### src/verilog/burst2_pkg.sv
// Purpose: shared constants for the two-beat DDR static memory link
// Assumes: one system clock; the controller end makes the link clocks
// Notes: latencies are counted in link half-cycles (K and K# rising edges)
package burst2_pkg;
  // ----------------------------------------------------------------
  // widths
  // ----------------------------------------------------------------
  localparam int DATA_W = 18;          // one data beat
  localparam int LANE_W = 9;           // one byte lane with its extra bit
  localparam int LANES = DATA_W / LANE_W;
  localparam int ADDR_W = 20;          // burst address, two words each
  localparam int BEATS = 2;            // fixed burst length
  // ----------------------------------------------------------------
  // timing
  // ----------------------------------------------------------------
  localparam int SYS_PERIOD_NS = 25;   // sys_clk at 40 MHz
  localparam int K_PERIOD_NS = 200;    // link clock pair period
  localparam int K_HALF_CYC = K_PERIOD_NS / (2 * SYS_PERIOD_NS);
  localparam int LAT_DLL_ON = 5;       // first beat 2.5 cycles after command
  localparam int LAT_DLL_OFF = 3;      // bypass mode, one cycle shorter
  localparam int PIPE_LEN = LAT_DLL_ON + 1;
  // ----------------------------------------------------------------
  // buffering and reset values
  // ----------------------------------------------------------------
  localparam int FIFO_DEPTH = 16;
  localparam logic ECHO_TRUE_RST = 1'b0;
  localparam logic ECHO_COMP_RST = 1'b1;
endpackage : burst2_pkg

### src/verilog/sram_link_if.sv
// Purpose: pin bundle between memory controller and memory
// Assumes: all signals are plain levels; no two-way pins
// Notes: ctrl modport drives clocks, commands and write data
`timescale 1ns/1ps
`default_nettype none
interface sram_link_if;
  import burst2_pkg::*;
  logic kClk;                          // true input clock
  logic kClkN;                         // complementary input clock
  logic rdSelN;                        // read select, active low
  logic wrSelN;                        // write select, active low
  logic [ADDR_W-1:0] addressIn;        // read addr on K, write addr on K#
  logic [DATA_W-1:0] dataIn;           // write beats
  logic [LANES-1:0] byteLaneMaskN;     // low lets a lane be written
  logic doffN;                         // low bypasses the delay loop
  logic [DATA_W-1:0] readData;         // read beats
  logic echoOutTrue;                   // echo clock
  logic echoOutComp;                   // echo clock, inverted
  logic readValidFlag;                 // read beat valid
  modport ctrl (
    output kClk, kClkN, rdSelN, wrSelN, addressIn, dataIn, byteLaneMaskN, doffN,
    input readData, echoOutTrue, echoOutComp, readValidFlag
  );
  modport mem (
    input kClk, kClkN, rdSelN, wrSelN, addressIn, dataIn, byteLaneMaskN, doffN,
    output readData, echoOutTrue, echoOutComp, readValidFlag
  );
endinterface : sram_link_if
`default_nettype wire

### src/verilog/burst2_ctrl_end.sv
// Purpose: controller end of the two-beat DDR static memory link, with write FIFO
// Assumes: K and K# are made here from sys_clk by a divider
// Notes: link-side inputs pass two flops before use
`timescale 1ns/1ps
`default_nettype none
module burst2_wr_fifo #(
  parameter int WIDTH = 8,             // word width
  parameter int DEPTH = 16             // words held
) (
  // system
  input wire logic sys_clk,
  input wire logic reset,
  // fill side
  input wire logic inValid,
  output logic inReady,
  input wire logic [WIDTH-1:0] inData,
  // drain side
  output logic outValid,
  input wire logic outReady,
  output logic [WIDTH-1:0] outData
);
  localparam int PW = $clog2(DEPTH);
  logic [WIDTH-1:0] store [0:DEPTH-1]; // word store
  logic [PW-1:0] wrPtr_q;              // next slot to fill
  logic [PW-1:0] rdPtr_q;              // next slot to drain
  logic [PW:0] count_q;                // words held
  logic push;                          // word accepted
  logic pop;                           // word leaves

  assign inReady = (count_q != (PW+1)'(DEPTH));
  assign outValid = (count_q != '0);
  assign push = inValid & inReady;
  assign pop = outValid & outReady;
  assign outData = store[rdPtr_q];

  // pointers and fill level
  always_ff @(posedge sys_clk) begin
    if (reset) begin
      wrPtr_q <= '0;
      rdPtr_q <= '0;
      count_q <= '0;
    end else begin
      if (push) wrPtr_q <= (wrPtr_q == PW'(DEPTH-1)) ? '0 : wrPtr_q + 1'b1;
      if (pop) rdPtr_q <= (rdPtr_q == PW'(DEPTH-1)) ? '0 : rdPtr_q + 1'b1;
      count_q <= count_q + (PW+1)'(push) - (PW+1)'(pop);
    end
  end

  // storage, no reset needed
  always_ff @(posedge sys_clk) begin
    if (push) store[wrPtr_q] <= inData;
  end
endmodule : burst2_wr_fifo

module burst2_ctrl_end
  import burst2_pkg::*;
#(
  parameter int HALF_CYC = K_HALF_CYC, // sys cycles per link half-cycle
  parameter int DEPTH = FIFO_DEPTH     // write FIFO depth
) (
  // system
  input wire logic sys_clk,
  input wire logic reset,
  // write requests, one burst each
  input wire logic wrReqValid,
  output logic wrReqReady,
  input wire logic [ADDR_W-1:0] wrReqAddr,
  input wire logic [DATA_W-1:0] wrReqData0,
  input wire logic [DATA_W-1:0] wrReqData1,
  input wire logic [LANES-1:0] wrReqEn0,
  input wire logic [LANES-1:0] wrReqEn1,
  // read requests
  input wire logic rdReqValid,
  output logic rdReqReady,
  input wire logic [ADDR_W-1:0] rdReqAddr,
  // mode
  input wire logic dllEnable,
  // read beats back
  output logic rdDataValid,
  output logic [DATA_W-1:0] rdData,
  output logic rdDataBeat,
  // link pins
  sram_link_if.ctrl link
);
  // ----------------------------------------------------------------
  // link clock divider
  // ----------------------------------------------------------------
  localparam int CW = $clog2(HALF_CYC + 1);
  localparam int FW = ADDR_W + 2 * DATA_W + 2 * LANES;
  logic [CW-1:0] div_q;                // half-cycle counter
  logic kClk_q;                        // true clock level
  logic tick;                          // half-cycle boundary
  logic midHalf;                       // middle of a half-cycle
  logic launchLow;                     // mid K-low: launch K-rise items
  logic launchHigh;                    // mid K-high: launch K#-rise items

  assign tick = (div_q == CW'(HALF_CYC - 1));
  // pins move mid half-cycle; moving them on a K edge would race the
  // memory end, which samples clock and pins with the same flops
  assign midHalf = (div_q == CW'(HALF_CYC / 2 - 1));
  assign launchLow = midHalf & ~kClk_q;
  assign launchHigh = midHalf & kClk_q;

  // K and K# always run as an exact complementary pair
  always_ff @(posedge sys_clk) begin
    if (reset) begin
      div_q <= '0;
      kClk_q <= 1'b0;
    end else begin
      div_q <= tick ? '0 : div_q + 1'b1;
      if (tick) kClk_q <= ~kClk_q;
    end
  end

  // ----------------------------------------------------------------
  // write FIFO and read request holding
  // ----------------------------------------------------------------
  logic fifoValid;                     // burst waiting
  logic [FW-1:0] fifoData;             // waiting burst
  logic rdPend_q;                      // read request held
  logic [ADDR_W-1:0] rdAddr_q;         // its address

  // drained once per K cycle, so a busy link really fills it
  burst2_wr_fifo #(.WIDTH(FW), .DEPTH(DEPTH)) wrFifo (
    .sys_clk(sys_clk),
    .reset(reset),
    .inValid(wrReqValid),
    .inReady(wrReqReady),
    .inData({wrReqAddr, wrReqData0, wrReqData1, wrReqEn0, wrReqEn1}),
    .outValid(fifoValid),
    .outReady(launchLow),
    .outData(fifoData)
  );

  // refused in the launch cycle so a new request never meets the clear
  assign rdReqReady = ~rdPend_q & ~launchLow;

  always_ff @(posedge sys_clk) begin
    if (reset) begin
      rdPend_q <= 1'b0;
      rdAddr_q <= '0;
    end else if (rdReqValid && rdReqReady) begin
      rdPend_q <= 1'b1;
      rdAddr_q <= rdReqAddr;
    end else if (launchLow) begin
      rdPend_q <= 1'b0;
    end
  end

  // ----------------------------------------------------------------
  // pin launch: K-rise items set mid K-low, K#-rise items mid K-high
  // ----------------------------------------------------------------
  logic rdSelN_q, wrSelN_q, doffN_q;
  logic [ADDR_W-1:0] addr_q, wrAddr_q;
  logic [DATA_W-1:0] data_q, beat1_q;
  logic [LANES-1:0] maskN_q, mask1N_q;

  // a quarter link cycle of setup and of hold on every launched pin
  always_ff @(posedge sys_clk) begin
    if (reset) begin
      rdSelN_q <= 1'b1;
      wrSelN_q <= 1'b1;
      doffN_q <= 1'b0;
      addr_q <= '0;
      wrAddr_q <= '0;
      data_q <= '0;
      beat1_q <= '0;
      maskN_q <= '1;
      mask1N_q <= '1;
    end else if (launchLow) begin
      doffN_q <= dllEnable;
      rdSelN_q <= ~rdPend_q;
      wrSelN_q <= ~fifoValid;
      addr_q <= rdAddr_q;
      {wrAddr_q, data_q, beat1_q, maskN_q, mask1N_q} <=
        {fifoData[FW-1 -: ADDR_W+2*DATA_W], ~fifoData[2*LANES-1 -: 2*LANES]};
    end else if (launchHigh) begin
      addr_q <= wrAddr_q;
      data_q <= beat1_q;
      maskN_q <= mask1N_q;
    end
  end

  assign link.kClk = kClk_q;
  assign link.kClkN = ~kClk_q;
  assign link.rdSelN = rdSelN_q;
  assign link.wrSelN = wrSelN_q;
  assign link.addressIn = addr_q;
  assign link.dataIn = data_q;
  assign link.byteLaneMaskN = maskN_q;
  assign link.doffN = doffN_q;

  // ----------------------------------------------------------------
  // read capture on echo clock edges
  // ----------------------------------------------------------------
  logic [DATA_W+1:0] cap1_q, cap2_q;   // two-flop sampler of echo, valid, data
  logic echoPrev_q;                    // echo one sample ago
  logic beatNext_q;                    // index of next beat
  logic echoEdge;                      // any echo transition

  assign echoEdge = cap2_q[DATA_W+1] ^ echoPrev_q;

  always_ff @(posedge sys_clk) begin
    if (reset) begin
      cap1_q <= '0;
      cap2_q <= '0;
      echoPrev_q <= 1'b0;
    end else begin
      cap1_q <= {link.echoOutTrue, link.readValidFlag, link.readData};
      cap2_q <= cap1_q;
      echoPrev_q <= cap2_q[DATA_W+1];
    end
  end

  // beats pair up in order: 0 then 1
  always_ff @(posedge sys_clk) begin
    if (reset) begin
      rdDataValid <= 1'b0;
      rdData <= '0;
      rdDataBeat <= 1'b0;
      beatNext_q <= 1'b0;
    end else begin
      rdDataValid <= echoEdge & cap2_q[DATA_W];
      if (echoEdge && cap2_q[DATA_W]) begin
        rdData <= cap2_q[DATA_W-1:0];
        rdDataBeat <= beatNext_q;
        beatNext_q <= ~beatNext_q;
      end else if (echoEdge) begin
        beatNext_q <= 1'b0;
      end
    end
  end
endmodule : burst2_ctrl_end
`default_nettype wire

### src/flat_wrapper.sv
// flat-port wrapper written by rule: the top's interface ports become plain ports
module burst2_ctrl_end_flat import burst2_pkg::*;
#(
  parameter int HALF_CYC = K_HALF_CYC,                                  
  parameter int DEPTH = FIFO_DEPTH                        
)
  (sys_clk, reset, wrReqValid, wrReqReady, wrReqAddr, wrReqData0, wrReqData1, wrReqEn0, wrReqEn1, rdReqValid, rdReqReady, rdReqAddr, dllEnable, rdDataValid, rdData, rdDataBeat, link_kClk, link_kClkN, link_rdSelN, link_wrSelN, link_addressIn, link_dataIn, link_byteLaneMaskN, link_doffN, link_readData, link_echoOutTrue, link_echoOutComp, link_readValidFlag);
  sram_link_if link_i ();
  input wire logic sys_clk;
  input wire logic reset;
  input wire logic wrReqValid;
  output logic wrReqReady;
  input wire logic [ADDR_W-1:0] wrReqAddr;
  input wire logic [DATA_W-1:0] wrReqData0;
  input wire logic [DATA_W-1:0] wrReqData1;
  input wire logic [LANES-1:0] wrReqEn0;
  input wire logic [LANES-1:0] wrReqEn1;
  input wire logic rdReqValid;
  output logic rdReqReady;
  input wire logic [ADDR_W-1:0] rdReqAddr;
  input wire logic dllEnable;
  output logic rdDataValid;
  output logic [DATA_W-1:0] rdData;
  output logic rdDataBeat;
  output wire logic [$bits(link_i.kClk)-1:0] link_kClk;
  output wire logic [$bits(link_i.kClkN)-1:0] link_kClkN;
  output wire logic [$bits(link_i.rdSelN)-1:0] link_rdSelN;
  output wire logic [$bits(link_i.wrSelN)-1:0] link_wrSelN;
  output wire logic [$bits(link_i.addressIn)-1:0] link_addressIn;
  output wire logic [$bits(link_i.dataIn)-1:0] link_dataIn;
  output wire logic [$bits(link_i.byteLaneMaskN)-1:0] link_byteLaneMaskN;
  output wire logic [$bits(link_i.doffN)-1:0] link_doffN;
  input wire logic [$bits(link_i.readData)-1:0] link_readData;
  input wire logic [$bits(link_i.echoOutTrue)-1:0] link_echoOutTrue;
  input wire logic [$bits(link_i.echoOutComp)-1:0] link_echoOutComp;
  input wire logic [$bits(link_i.readValidFlag)-1:0] link_readValidFlag;
  assign link_kClk = link_i.kClk;
  assign link_kClkN = link_i.kClkN;
  assign link_rdSelN = link_i.rdSelN;
  assign link_wrSelN = link_i.wrSelN;
  assign link_addressIn = link_i.addressIn;
  assign link_dataIn = link_i.dataIn;
  assign link_byteLaneMaskN = link_i.byteLaneMaskN;
  assign link_doffN = link_i.doffN;
  assign link_i.readData = link_readData;
  assign link_i.echoOutTrue = link_echoOutTrue;
  assign link_i.echoOutComp = link_echoOutComp;
  assign link_i.readValidFlag = link_readValidFlag;
  burst2_ctrl_end #(.HALF_CYC(HALF_CYC), .DEPTH(DEPTH)) u_core (.sys_clk(sys_clk), .reset(reset), .wrReqValid(wrReqValid), .wrReqReady(wrReqReady), .wrReqAddr(wrReqAddr), .wrReqData0(wrReqData0), .wrReqData1(wrReqData1), .wrReqEn0(wrReqEn0), .wrReqEn1(wrReqEn1), .rdReqValid(rdReqValid), .rdReqReady(rdReqReady), .rdReqAddr(rdReqAddr), .dllEnable(dllEnable), .rdDataValid(rdDataValid), .rdData(rdData), .rdDataBeat(rdDataBeat), .link(link_i));
endmodule
### config.mk
export PLATFORM = sky130hd
export DESIGN_NAME = burst2_ctrl_end_flat
export DESIGN_NICKNAME = d
export VERILOG_FILES = /design/src/verilog/burst2_pkg.sv /design/src/verilog/sram_link_if.sv /design/src/verilog/burst2_ctrl_end.sv /design/src/flat_wrapper.sv
export SDC_FILE = /design/constraint.sdc
export NUM_CORES = 1
export LEC_CHECK = 0
export BUFFER_PORTS_ARGS = -buffer_cell sky130_fd_sc_hd__buf_2
export CAP_MARGIN = 20
export CORE_UTILIZATION = 65
export CTS_BUF_LIST = sky130_fd_sc_hd__clkbuf_16
export DETAILED_ROUTE_END_ITERATION = 16
export GPL_ROUTABILITY_DRIVEN = 0
export PLACE_DENSITY = 0.83
export RECOVER_POWER = 25
export SETUP_SLACK_MARGIN = 0.1
export SYNTH_ARGS = -nofsm -noshare
export SYNTH_HDL_FRONTEND = slang
export SYNTH_SLANG_ARGS = --single-unit
### constraint.sdc
create_clock -name sys_clk -period 13 [get_ports sys_clk]
set_input_delay 0.65 -clock sys_clk [delete_from_list [all_inputs] [get_ports sys_clk]]
set_output_delay 0.65 -clock sys_clk [all_outputs]
set_load 0.01 [all_outputs]
## Yosys cells after proc, flatten, opt, wreduce, memory -nomap -nowiden

Memory sizes are Yosys's and may differ from the RTL's. A register that Yosys moved wholly into a read port is not among the register bits.
Cells that the tools add are included.

| storage, ports and cells | value |
|---|---|
| register bits after elaboration | 183 |
| bits in writable memories | 960 |
| input port bits | 106 |
| logic and storage cells | 70 |
| memories | 1 |

| cells by class | value |
|---|---|
| add/sub/neg operators | 5 |
| eq/ne operators | 5 |
| muxes and demuxes | 16 |
| bitwise gates (word level) | 13 |
| reduce and logical (&&, ||, !) cells | 7 |

Memories:

| name | words | width | read ports | clocked after memory_dff | write ports | RTL line | text |
|---|---|---|---|---|---|---|---|
| u_core.wrFifo.store | 16 | 60 | 1 | 1 | 1 | burst2_ctrl_end.sv:23 | `logic [WIDTH-1:0] store [0:DEPTH-1];` |

Operators with widths:

| operator | number |
|---|---|
| 2-to-1 mux 20 bit | 2 |
| 2-to-1 mux 18 bit | 2 |
| 2-to-1 mux 4 bit | 4 |
| adder 4 x 1 -> 4 bit, second input constant | 2 |
| equality test 4 bit, second input constant | 2 |
| AND 1 bit | 6 |
| 2-to-1 mux 1 bit | 6 |
| nonzero test 2 bit | 3 |
| adder 5 x 1 -> 5 bit | 1 |
| inequality test 5 bit, second input constant | 1 |
| inverter 1 bit | 5 |
| nonzero test 5 bit | 1 |
| subtractor 5 x 1 -> 5 bit | 1 |
| 2-to-1 mux 2 bit | 2 |
| inverter 4 bit | 1 |
| adder 3 x 1 -> 3 bit, second input constant | 1 |
| equality test 3 x 1 -> 1 bit, second input constant | 1 |
| equality test 3 x 2 -> 1 bit, second input constant | 1 |
| logical AND 1 bit | 2 |
| OR reduction 2 bit | 1 |
| bitwise XOR 1 bit | 1 |

## Longest topological paths before layout

| depth | value |
|---|---|
| depth in word-level cells | 6 |
| gate-level depth with buffers | 15 |
| mapped depth without buffers | 14 |

## Modules after synthesis

Synthesis repeated with hierarchy kept, for this count alone.

| unflattened totals | value |
|---|---|
| cells, all modules | 2226 |
| area, all modules | 42906.2 um^2 |

By module, submodules not included:

| module | instances | cells each | area each (um^2) |
|---|---|---|---|
| burst2_wr_fifo | 1 | 1572 | 36731.5 |
| burst2_ctrl_end | 1 | 654 | 6174.7 |

## Worst setup path after synthesis

Ideal clock, no wire load.

| timing path | value |
|---|---|
| kind | register -> register |
| from | reg u_core.wrFifo.count_q[2] |
| to | mem u_core.wrFifo.store[0][0] (netlist name) (enable) |
| arrival | 5.291 ns |
| path slack | 7.158 ns |
| stages on the path, launching flop included | 8 |
| path buffers | 1 |
| period minus slack after synthesis | 5.842 ns |
| path through | dfxtp_1 inv_1 ha_1 nand4bb_1 and2_1 clkbuf_1 nand2_1 nor3_1 |

| between the ends | value |
|---|---|
| cells in the longest elaborated chain, start to end | 4 |

Ends and longest elaborated chain:

| item | RTL line | text |
|---|---|---|
| start, declared | burst2_ctrl_end.sv:26 | `logic [PW:0] count_q;` |
| start signal, assigned | burst2_ctrl_end.sv:45 | `count_q <= count_q + (PW+1)'(push) - (PW+1)'(pop);` |
| inequality test 5 bit | burst2_ctrl_end.sv:30 | `assign inReady = (count_q != (PW+1)'(DEPTH));` |
| net wrReqReady | flat_wrapper.sv:12 | `output logic wrReqReady;` |
| AND 1 bit | burst2_ctrl_end.sv:32 | `assign push = inValid & inReady;` |
| 2-to-1 mux 1 bit | burst2_ctrl_end.sv:51 | `if (push) store[wrPtr_q] <= inData;` |
| 2-to-1 mux 1 bit (implied by the code) | burst2_ctrl_end.sv:51 |  |
| end, declared | burst2_ctrl_end.sv:23 |  |

The timed path passes the listed nets, and every way through them passes these cells.

==> impl_metrics.tcl <==
set metrics [dict create \
    initial_utilization 0.6568 \
    synth.distinct_cells 51 \
    vias_per_cell 6.701 \
    final_cell_mix "edfxtp_1 (960), mux2i_1 (215), mux4_2 (182), dfxtp_1 (182), nand2_1 (131)" \
    leakagePower_nw 15.24 \
    cp.arrival_ps 4250 \
    grt_pass1_wl_um 148500 \
    grt_pass1_vias 23549 \
    cts_sinks 1147 \
    stdcell_area_um2 48370 \
    synthCells 2297 \
    hpwlAfterDp_um 50250 \
    relSlewSlack 0.2230 \
    die_y_um 259.7 \
    area_growth_pct 12.02 \
    postRouteAntennaNets 0 \
    drt-total-wl_um 101600 \
    slew_viol_final 0 \
    end_kind "flip-flop" \
    htreeDepth 3 \
    yosys_register_bits 1147 \
    drt-wirelength-per-cell_um 29.48 \
    portBuffers 171 \
    drive_gt1_frac 0.2129 \
    cts.clk_slew.worst_paths_ps 60 \
    synth_warnings 0 \
    dieWidth_um 259.7 \
    grt_max_degree 99 \
    place_area_um2 44900 \
    nNetsFinal 2601 \
    outcome "completed" \
    drc 0 \
    synth_edf_count 960 \
    finalHoldViolCount 0 \
    min_period_ps 3741 \
    fmax_ghz 0.2673 \
    path_class "reg -> reg" \
    cp.required_ps 13510 \
    avgSynthCellArea_um2 18.80 \
    powerDensity_nw_per_um2 164.4 \
    syn-num-nets 2418 \
    min_period_over_period 0.2878 \
    hold_class "in -> reg" \
    fin_total_pwr_mw 7.951 \
    yosysSeqAreaShare 0.7543 \
    peakVddDrop_mv 0.1304 \
    cts_root_buf "clkbuf_16" \
    tightestPinTransition_ps 1165 \
    antenna_found_initial 11 \
    core_area_um2 65750 \
    fin_tns_setup_ps 0 \
    cts_hold_buffers 0 \
    synth-main-ff-cell "edfxtp_1" \
    critical_path.max_fanout 47 \
    cts-resized-gates 0 \
    clkLatencyLatePin_ps 680 \
    start_kind "flip-flop" \
    maxCapViolations 0 \
    layout_commonest_cell "edfxtp_1" \
    dieArea_um2 67460 \
    rsz0062_at_grt "no" \
    vias 23085 \
    postCtsSetupBuffers 0 \
    fillCellCount 3600 \
    clockBufferDepth 3 \
    overflow 0 \
    grt_usage 0.3044 \
    cts_tree "done" \
    firstDrtPassIters 5 \
    rows 94 \
    setup_viol 0 \
    cts_buffers 107 \
    ios 173 \
    synth_async_sr_flop_share 0 \
    synth_area_um2 43180 \
    drtIter0Drc 2871 \
    fin_skew_ps 27.18 \
]
-- power by group --
group          total, mW  switching (mW)  internal, mW
registers           4.21          0.0853          4.13
logic              0.668           0.410         0.258
clock network       3.07            1.33          1.74
-- stage by stage --
| stage | setup WS (ps) | hold WS [ps] | util | std cells |
|---|---|---|---|---|
| 2_1_floorplan | 7158 | 413.8 | - | 2297 |
| 3_3_place_gp | 9051 | 418.8 | 0.6829 | 3233 |
| 3_5_place_dp | 8964 | 423.1 | 0.6829 | 3233 |
| 4_1_cts | 8927 | 179.4 | 0.7357 | 3436 |
| 5_1_grt | 8954 | 195.4 | 0.7356 | 3443 |
| 6_report | 9259 | 206.5 | 0.7357 | 3445 |
-- synth_stat cells (28+ instances only) --
cell type | instances | area (um^2)
nor2b_1 | 48 | 300.3
a21oi_1 | 48 | 240.2
edfxtp_1 | 960 | 28830
dfxtp_1 | 187 | 3744
inv_1 | 32 | 120.1
nand2_1 | 131 | 491.7
mux4_2 | 182 | 4099
clkbuf_1 | 72 | 270.3
nor2_1 | 68 | 255.2
buf_2 | 34 | 170.2
o221ai_1 | 28 | 245.2
mux2i_1 | 215 | 2152
-- metal layers --
metal	vias to the layer above	track usage	wire length (um)
li1	9554	-	-
met1	11722	0.3968	36700
met2	1516	0.5075	50680
met3	285	0.05828	10060
met4	8	0.1261	4076
met5	-	0	54
-- path summary, 6_finish.rpt --
path / start / to / slack, ps / depth (start not counted)
max: flip-flop / u_core.beat1_q[14] / 9260 / 6
min: link_readValidFlag / u_core.cap1_q[18] / 210 / 2
max reg2reg: flip-flop / u_core.beat1_q[14] / 9260 / 6
min reg2reg: u_core.cap2_q[8] / u_core.rdData[8] / 430 / 2
-- logic make-up (layout without fill, tap and decap cells) --
logic type / Yosys count / in the layout / share of synthesized area
AND/OR/NAND/NOR: 340 / 340 / 0.03836
XOR/XNOR: 6 / 6 / 0.001217
adder cells (fa/ha/maj): 15 / 15 / 0.004520
buffers and inverters: 174 / 451 / 0.01898
other: 0 / 7 / 0
AO/OA/AOI/OAI: 216 / 216 / 0.03732
flip-flops: 1147 / 1147 / 0.7543
multiplexers: 399 / 399 / 0.1453
-- worst max-delay path: stages, from the launching register on --
cell and delay [ps]:
dfxtp_4 820, buf_4 890, buf_4 510, buf_16 320, mux4_2 570, mux2i_1 250
o221ai_2 150
-- area by class of cell --
cell class                 instances  area (um^2)  share of cell area
sequential                      1147        32590              0.6737
multi-input combinational        976         9925              0.2052
clock buffer                     112         2803             0.05794
timing repair buffer             216         1169             0.02416
tap                              864         1081             0.02235
clock inverter                    91        666.9             0.01379
inverter                          32        120.1            0.002483
antenna                            7        17.52           0.0003622
-- state kept, by name (all words and copies together), names as in the netlist, 18 cells and up, named ones only --
name / count
u_core.beat1_q: 18
u_core.cap1_q: 20
u_core.cap2_q: 20
u_core.link.addressIn: 20
u_core.link.dataIn: 18
u_core.rdAddr_q: 20
u_core.rdData: 18
u_core.wrAddr_q: 20
u_core.wrFifo.store: 960
No activity file was read; power rests on OpenSTA's default activity.
